**config.mk**
```make
export PLATFORM = sky130hd
export DESIGN_NAME = sram_cycle_control
export DESIGN_NICKNAME = d
export VERILOG_FILES = /design/src/inc/sram_ctl_pkg.sv /design/src/rtl/burst_sequencer.sv /design/src/rtl/sram_cycle_control.sv
export SDC_FILE = /design/constraint.sdc
export NUM_CORES = 1
export LEC_CHECK = 0
export ABC_CLOCK_PERIOD_IN_PS = 3700
export BUFFER_PORTS_ARGS = -buffer_cell sky130_fd_sc_hd__clkbuf_2
export CORE_MARGIN = 1.5
export CORE_UTILIZATION = 44
export CTS_CLUSTER_DIAMETER = 150
export DETAILED_ROUTE_END_ITERATION = 8
export PLACE_DENSITY_LB_ADDON = 0.05
export SLEW_MARGIN = 10
export SYNTH_ARGS = -nofsm -noshare
export SYNTH_HDL_FRONTEND = slang
export SYNTH_SLANG_ARGS = --single-unit
```
**constraint.sdc**
```tcl
create_clock -name clk -period 3.7 [get_ports clk]
set_clock_uncertainty 0.15 [all_clocks]
set_input_delay 0.185 -clock clk [delete_from_list [all_inputs] [get_ports clk]]
set_output_delay 0.185 -clock clk [all_outputs]
set_load 0.005 [all_outputs]
```
**src/inc/sram_ctl_pkg.sv**
```systemverilog
/*
 * Shared constants and types for the burst SRAM cycle control.
 * Assumes one 40 MHz clock and that every pin except the output enable and the reset is synchronous to it.
 */
`default_nettype none
package sram_ctl_pkg;
    // Geometry of the array behind the control logic.
    localparam int ADDR_W = 18;
    localparam int DATA_W = 32;
    localparam int LANES = 4;
    localparam int LANE_W = 8;

    // Clock period in nanoseconds.
    localparam int CLK_PERIOD_NS = 25;

    // Sleep entry and recovery times, in clock periods.
    localparam int SLEEP_ENTRY_TCYC = 2;
    localparam int SLEEP_EXIT_TCYC = 2;
    localparam logic [1:0] SLEEP_ENTRY_COUNT = 2'(SLEEP_ENTRY_TCYC);
    localparam logic [1:0] SLEEP_EXIT_COUNT = 2'(SLEEP_EXIT_TCYC);

    // Reset values.
    localparam logic [ADDR_W-3:0] ADDR_HI_RESET = 16'h0000;
    localparam logic [1:0] BURST_RESET = 2'h0;
    localparam logic [LANES-1:0] LANES_NONE = 4'h0;
    localparam logic [LANES-1:0] LANES_ALL = 4'hF;
    localparam logic [DATA_W-1:0] DATA_RESET = 32'h0000_0000;

    // Cycle currently in progress.
    typedef enum logic [1:0] {
        CYC_IDLE = 2'b00,
        CYC_READ = 2'b01,
        CYC_WRITE = 2'b10,
        CYC_SLEEP = 2'b11
    } cycle_e;
endpackage
`default_nettype wire

```
**src/rtl/burst_sequencer.sv**
```systemverilog
/*
 * Two-bit wraparound burst address generator, interleaved or linear.
 * Assumes the caller gives load priority over advance.
 */
`timescale 1ns/1ps
`default_nettype none
module burst_sequencer (
    // Clock and reset.
    input wire logic clk,
    input wire logic reset_n,
    // Control.
    input wire logic load,
    input wire logic [1:0] seed,
    input wire logic advance,
    input wire logic interleaved,
    // Low address bits of the current beat.
    output logic [1:0] low_addr
);
    import sram_ctl_pkg::*;

    typedef struct packed {
        logic [1:0] start;
        logic [1:0] count;
    } seq_s;

    seq_s q, d;

    // A load restarts the count; an advance on the loading edge is ignored.
    always_comb begin
        d = q;
        if (load) begin
            d.start = seed;
            d.count = BURST_RESET;
        end else if (advance) begin
            d.count = q.count + 2'b01;
        end
    end

    always_ff @(posedge clk or negedge reset_n) begin
        if (!reset_n) begin
            q <= '{start: BURST_RESET, count: BURST_RESET};
        end else begin
            q <= d;
        end
    end

    // The order pin acts at once, so a change mid-burst reorders what remains.
    assign low_addr = interleaved ? (q.start ^ q.count) : (q.start + q.count);
endmodule
`default_nettype wire

```
**src/rtl/sram_cycle_control.sv**
```systemverilog
/*
 * Cycle control of a pipelined synchronous burst SRAM: strobe decode,
 * write-lane decode, burst addressing, sleep sequencing and data drivers.
 * Assumes the array is outside, takes array_addr and array_write_lanes in
 * the cycle after an edge, and returns array_rdata within that cycle.
 */
`timescale 1ns/1ps
`default_nettype none
module sram_cycle_control (
    // Clock and reset.
    input wire logic clk,
    input wire logic reset_n,
    // Address and chip enables.
    input wire logic [sram_ctl_pkg::ADDR_W-1:0] addr,
    input wire logic primary_chip_enable_n,
    input wire logic high_chip_enable,
    input wire logic secondary_chip_enable_n,
    // Strobes and burst control.
    input wire logic processor_addr_strobe_n,
    input wire logic controller_addr_strobe_n,
    input wire logic burst_advance_n,
    input wire logic burst_order_select,
    // Write controls.
    input wire logic global_write_n,
    input wire logic byte_write_enable_n,
    input wire logic lane_a_write_select_n,
    input wire logic lane_b_write_select_n,
    input wire logic lane_c_write_select_n,
    input wire logic lane_d_write_select_n,
    // Output enable, which acts asynchronously, and sleep request, sampled at the clock.
    input wire logic output_enable_n,
    input wire logic sleep_request,
    // Common data pins.
    input wire logic [sram_ctl_pkg::DATA_W-1:0] data_in,
    output logic [sram_ctl_pkg::DATA_W-1:0] data_out,
    output logic [sram_ctl_pkg::DATA_W-1:0] data_oe,
    // Array side.
    output logic [sram_ctl_pkg::ADDR_W-1:0] array_addr,
    output logic [sram_ctl_pkg::LANES-1:0] array_write_lanes,
    output logic [sram_ctl_pkg::DATA_W-1:0] array_wdata,
    input wire logic [sram_ctl_pkg::DATA_W-1:0] array_rdata,
    // Status.
    output logic sleep_active
);
    import sram_ctl_pkg::*;

    // ----------------------------------------------------------------
    // State
    // ----------------------------------------------------------------
    typedef struct packed {
        cycle_e cyc;
        logic [ADDR_W-3:0] addr_hi;
        logic [LANES-1:0] lanes;
        logic [DATA_W-1:0] wdata;
        logic [DATA_W-1:0] rdata;
        logic [1:0] sleep_cnt;
    } ctl_s;

    ctl_s q, d;
    logic seq_load;
    logic seq_adv;
    logic decode_en;
    logic selected;
    logic processor_addr_strobe_n_go;
    logic [LANES-1:0] wr_lanes;
    logic [1:0] low_addr;

    // Lane A is bit 0; global write selects every lane.
    function automatic logic [LANES-1:0] lane_decode(input logic gw_n, input logic bwe_n,
                                                     input logic [LANES-1:0] sel_n);
        if (!gw_n) begin
            return LANES_ALL;
        end else if (!bwe_n) begin
            return ~sel_n;
        end
        return LANES_NONE;
    endfunction

    // ----------------------------------------------------------------
    // Decode
    // ----------------------------------------------------------------
    // The processor strobe is honoured only with the primary enable low.
    assign selected = !primary_chip_enable_n && high_chip_enable && !secondary_chip_enable_n;
    assign processor_addr_strobe_n_go = !processor_addr_strobe_n && !primary_chip_enable_n;
    assign wr_lanes = lane_decode(global_write_n, byte_write_enable_n,
        {lane_d_write_select_n, lane_c_write_select_n,
         lane_b_write_select_n, lane_a_write_select_n});

    // Next-state logic; sleep sequencing has priority over any access.
    always_comb begin
        d = q;
        seq_load = 1'b0;
        seq_adv = 1'b0;
        decode_en = 1'b0;
        d.lanes = LANES_NONE;
        d.wdata = data_in;
        d.rdata = array_rdata;
        if (q.cyc == CYC_SLEEP) begin
            // Strobes are ignored until recovery completes.
            if (sleep_request) begin
                d.sleep_cnt = 2'b00;
            end else if (q.sleep_cnt == SLEEP_EXIT_COUNT - 2'b01) begin
                d.cyc = CYC_IDLE;
                d.sleep_cnt = 2'b00;
            end else begin
                d.sleep_cnt = q.sleep_cnt + 2'b01;
            end
        end else if (sleep_request && q.sleep_cnt == SLEEP_ENTRY_COUNT - 2'b01) begin
            // A pending access is abandoned on entry.
            d.cyc = CYC_SLEEP;
            d.sleep_cnt = 2'b00;
        end else begin
            decode_en = 1'b1;
            d.sleep_cnt = sleep_request ? q.sleep_cnt + 2'b01 : 2'b00;
            if (processor_addr_strobe_n_go) begin
                // Write controls are ignored on this edge.
                if (selected) begin
                    d.cyc = CYC_READ;
                    seq_load = 1'b1;
                    d.addr_hi = addr[ADDR_W-1:2];
                end else begin
                    d.cyc = CYC_IDLE;
                end
            end else if (!controller_addr_strobe_n) begin
                if (selected) begin
                    d.cyc = (|wr_lanes) ? CYC_WRITE : CYC_READ;
                    d.lanes = wr_lanes;
                    seq_load = 1'b1;
                    d.addr_hi = addr[ADDR_W-1:2];
                end else begin
                    d.cyc = CYC_IDLE;
                end
            end else if (q.cyc != CYC_IDLE) begin
                // Continue on advance, otherwise hold the address.
                seq_adv = !burst_advance_n;
                d.cyc = (|wr_lanes) ? CYC_WRITE : CYC_READ;
                d.lanes = wr_lanes;
            end
        end
    end

    always_ff @(posedge clk or negedge reset_n) begin
        if (!reset_n) begin
            q <= '{cyc: CYC_IDLE, addr_hi: ADDR_HI_RESET, lanes: LANES_NONE,
                   wdata: DATA_RESET, rdata: DATA_RESET, sleep_cnt: 2'b00};
        end else begin
            q <= d;
        end
    end

    // ----------------------------------------------------------------
    // Burst addressing
    // ----------------------------------------------------------------
    burst_sequencer u_seq (
        .clk(clk),
        .reset_n(reset_n),
        .load(seq_load),
        .seed(addr[1:0]),
        .advance(seq_adv),
        .interleaved(burst_order_select),
        .low_addr(low_addr)
    );

    // ----------------------------------------------------------------
    // Outputs
    // ----------------------------------------------------------------
    // The output enable is not registered, so it acts within the cycle; a
    // write cycle masks it so a late enable cannot fight the master's data.
    assign data_oe = {DATA_W{(q.cyc == CYC_READ) && !output_enable_n}};
    assign data_out = q.rdata;
    assign array_addr = {q.addr_hi, low_addr};
    assign array_write_lanes = q.lanes;
    assign array_wdata = q.wdata;
    assign sleep_active = (q.cyc == CYC_SLEEP);
endmodule
`default_nettype wire

```
* After elaboration in Yosys (flattened, before gate mapping)
Index checks and enable logic that the tools add are counted.
W data, S select, Z words.
** Storage, ports and cells
- Bits in registers :: 92
- Bits of input ports :: 99
- Output and inout bits :: 119
- Logic and storage cells :: 78
** Cells by class
- $add $sub $neg :: 3
- Equality and inequality tests :: 7
- Muxes and demuxes :: 41
- Bitwise operators :: 4
- Reduce and logical (&&, ||, !) cells :: 15
** Operator list (number)
- $mux W16 :: 2
- $mux W2 :: 16
- $mux W4 :: 8
- $mux W20 :: 1
- $mux W18 :: 1
- $mux W1 :: 13
- $logic_and A1 B1 Y1 :: 5
- $logic_not A1 Y1 :: 5
- $ne A5 B1 Y1 const B :: 1
- $add A2 B1 Y2 const B :: 2
- $eq A2 B1 Y1 const B :: 2
- $ne A2 B1 Y1 const B :: 2
- $not A4 Y4 :: 1
- $reduce_and A4 Y1 :: 1
- $reduce_bool A2 Y1 :: 2
- $reduce_or A4 Y1 :: 1
- $reduce_and A3 Y1 :: 1
- $add A2 B2 Y2 :: 1
- $eq A2 B2 Y1 const B :: 1
- $ne A2 B2 Y1 const B :: 1
- $not A1 Y1 :: 2
- $xor A2 B2 Y2 :: 1

* Longest topological paths before layout
- Depth in word-level cells :: 11
- Depth in mapped cells :: 6
- Depth with buffers taken out :: 6

* Modules after synthesis
A second synthesis with hierarchy kept.
** Second synthesis, totals
- Cell total of the unflattened synthesis :: 286
- Area, all modules :: 3841.2 sq um
** Modules (own cells, without submodules)
- sram_cycle_control :: instances 1, cells each 271, area each 3643.5 sq um, sequential area each 2202.1 sq um
- burst_sequencer :: instances 1, cells each 15, area each 197.7 sq um, sequential area each 100.1 sq um

* Worst setup path before layout
No wires, ideal clock.
- Path type :: reg-to-output
- From :: register q[86] (netlist name)
- To :: output port data_oe[10] (netlist name)
- Arrival :: 2494 ps
- Required time :: 3365 ps
- Slack :: 871 ps
- Stages on the path, launching flop included :: 4
- Path buffers :: 1
- Cell sequence :: dfrtp_1 > inv_1 > nor3_1 > buf_4
** On the way
- Longest elaborated chain between the ends :: 2
** Ends and longest elaborated chain
- start: declaration :: line sram_cycle_control.sv:59 : ctl_s q, d;
- start signal: assignment :: line sram_cycle_control.sv:144 : q <= '{cyc: CYC_IDLE, addr_hi: ADDR_HI_RESET, lanes: LANES_NONE,
- $eq A2 B1 Y1 :: line sram_cycle_control.sv:169 : assign data_oe = {DATA_W{(q.cyc == CYC_READ) && !output_enable_n}};
- $logic_and A1 B1 Y1 :: line sram_cycle_control.sv:169
- end: declaration :: line sram_cycle_control.sv:36 : output logic [sram_ctl_pkg::DATA_W-1:0] data_oe,
No other way between the ends.

* Worst setup path in the final report
- From :: register q[0] (netlist name)
- To :: register q, in the netlist array_addr[10]
** On the way
- Longest elaborated chain between the ends :: 4
** Ends and longest elaborated chain
- $eq A2 B1 Y1 :: line sram_cycle_control.sv:108 : end else if (sleep_request && q.sleep_cnt == SLEEP_ENTRY_COUNT - 2'b01) begin
- $logic_and A1 B1 Y1 :: line sram_cycle_control.sv:108
- $not A1 Y1 (no source line)
- $reduce_and A4 Y1 (no source line)
No other way between the ends.
A chain may end at the register's enable or synchronous reset.

==> results.toml <==
[status]
status = "complete, no violations"

[sta]
tns_ps = 0
worstMarginPinSlew_ps = 806
period_minus_slack_ps = 2230
period_share = 0.603
hold_viol_final = 0
max_freq_mhz = 448
finalMaxSlewViolations = 0
setup_viol = 0
rsz0062_at_grt = "no"
slew_headroom = 0.462

[synth]
postSynthCellCount = 286
syn-num-nets = 388
ys_top_cells_by_area = "dfrtp_1 (59%), buf_4 (22%), mux2_4 (7.0%), ha_1 (0.97%), o21a_1 (0.97%)"
ys.flop_type = "dfrtp_1"
yosysUniqueCellTypes = 35
async_flop_share = 1.00
netlist.area_leader.share = 0.594
synth-warning-count = 0
netlist_area_mm2 = 0.00387
synth_area_per_cell_um2 = 13.5
synth_edf_count = 0
ys_seq_area_frac = 0.594
synth_seq_cells = 92
yosysTopAreaCell = "dfrtp_1"
yosys-top-cells-count = "buf_4 (115), dfrtp_1 (92), mux2_4 (18)"
post-synth-top-count-cell = "buf_4"

[worst_setup_path]
crit_arrival_ps = 2320
crit_path_end_kind = "flop"
critPathMaxFanout = 20
r2r_setup_slack_ps = 1470
start_kind = "flop"
reg2reg_from = "q[0]$_DFF_PN0_"
crit_type = "reg2reg"
worstPathRequired_ps = 3790
r2r-end = "array_addr[10]$_DFFE_PN0P_"
cp-startpoint = "q[0]$_DFF_PN0_"
reg2reg_depth = 4

[clocking]
clock_sinks = 92
cts_tree = "done"
root_buffer = "clkbuf_8"
cts.path.max_buffers = 2
cts_inserted_buffers = 9
cts.reportedPaths.clkPinSlew_ps = 90
clock_latency_ps = 350
h-tree-depth = 3

[route]
wl_met3_um = 508
dr_total_vias = 2512
wirelength_um = 7780
drt_iter0_markers = 29
ant_nets = 0
vias_per_cell = 4.19
top_layer = "met4"
avgRoutedWirePerCell_um = 13.0
drcViolationCount = 0
drt_pass1_iterations = 4
met2WireLength_um = 3940
wl_met1_um = 3150

[power]
irDropWorstVdd_v = 0.000273
leakage_uw = 0.00282
powerDensity_mw_per_mm2 = 503
totalPowerFinal_uw = 2670

[min_path]
worstHoldPathCells = 4
holdCritPathClass = "in2reg"
min_to = "q[87]$_DFFE_PN0P_"
min_from = "global_write_n"

[final_layout]
diodes = 0
final_cells = 600
area_growth_syn_to_layout_pct = 37.1
fin_nets = 589
nFillCells = 726
drive_gt1_frac = 0.524

[placement]
place.gp.congestion = 0.837
dp_hpwl_um = 5320
portBuffers = 217
dp_cells = 492

[floorplanning]
die_h_um = 96.8
io_pins = 218
die-area_mm2 = 0.00938
floorplan.initialDensity = 0.449
core_area_mm2 = 0.00864
fp-row-count = 34
die_w_um = 96.8

[global_route]
grt_max_degree = 93
grtUsageTotal = 0.174
grt-ovfl-total = 0
antenna_found_initial = 0
grt_pass1_vias = 2560
grt_pass1_wl_um = 12800

[job]
drv_cap = 0
-- cells in the final DEF, fill, tap and decap left out, drive strengths merged, types with 4 or more instances in the layout --
cell,synthesis,routed
nor2,6,6
clkbuf,2,226
inv,3,5
xnor2,4,4
dfrtp,92,92
o21a,5,5
dlygate4sd3,0,92
nand2,7,7
mux2,18,18
-- per-layer routing --
| layer | vias up | track usage |
|---|---|---|
| met3 | 17 | 0.0419 |
| li1 | 1206 | - |
| met5 | - | 0 |
| met2 | 129 | 0.287 |
| met4 | 0 | 0.0780 |
| met1 | 1160 | 0.216 |
-- kinds of logic after synthesis --
| family | share of synthesized area |
|---|---|
| xor+xnor | 0.0113 |
| compound gates | 0.0323 |
| flops | 0.594 |
| mux | 0.0698 |
| simple gates | 0.0459 |
| fa+ha+maj | 0.00969 |
| buf+inv | 0.237 |
-- sequential cells by signal, summed over array words and instances, names as in the netlist --
register           count
array_write_lanes      4
array_wdata           32
q                      4
array_addr            16
data_out              32
u_seq.q                4
-- metrics by stage --
| step | worst slack [ps] | util | area (µm²) | hold slack (ps) |
|---|---|---|---|---|
| floorplan | 871 | - | 3870 | -261 |
| global placement | 1470 | 0.487 | 4200 | 144 |
| detailed placement | 1460 | 0.487 | 4200 | 145 |
| CTS | 1440 | 0.615 | 5310 | 61.7 |
| global route | 1320 | 0.615 | 5310 | 79.7 |
| finish | 1470 | 0.615 | 5310 | 87.3 |
-- critical path, cell delays in order (launching register included) --
cell     delay [ps]
dfrtp_1         410
ha_1            300
a21oi_4         210
nand3_2         540
mux2_4          500
-- cell type report --
cell class | instances | area (µm²) | share of cell area
clock buffer | 10 | 138 | 0.0259
clock inverter | 6 | 46.3 | 0.00871
inverter | 3 | 11.3 | 0.00212
multi-input combinational | 71 | 659 | 0.124
sequential | 92 | 2300 | 0.433
tap | 108 | 135 | 0.0254
timing repair buffer | 310 | 2020 | 0.380
-- report_power, final --
group	internal (µW)	leakage [µW]	switching (µW)
logic	463	0.00164	316
clock network	267	0.0000893	360
registers	1170	0.00109	96.3
total	1900	0.00282	772
-- how the worst max path moves through the flow --
stage / slack, ps / depth (start not counted) / to
3_3_place_gp: 1470 / 4 / array_addr[17]$_DFFE_PN0P_
6_report: 1470 / 4 / array_addr[10]$_DFFE_PN0P_
5_1_grt: 1320 / 4 / array_addr[17]$_DFFE_PN0P_
4_1_cts: 1440 / 4 / array_addr[2]$_DFFE_PN0P_
3_5_place_dp: 1460 / 4 / array_addr[2]$_DFFE_PN0P_
2_1_floorplan: 870 / 3 / data_oe[10]
-- timing repair --
item	in CTS	in global routing
setup endpoints to repair	0	0
gates resized for setup	0	0
setup buffers	0	0
endpoints found under the hold margin	179	0
hold buffers	92	0
Note: power is estimated with default switching activity, not from simulation.
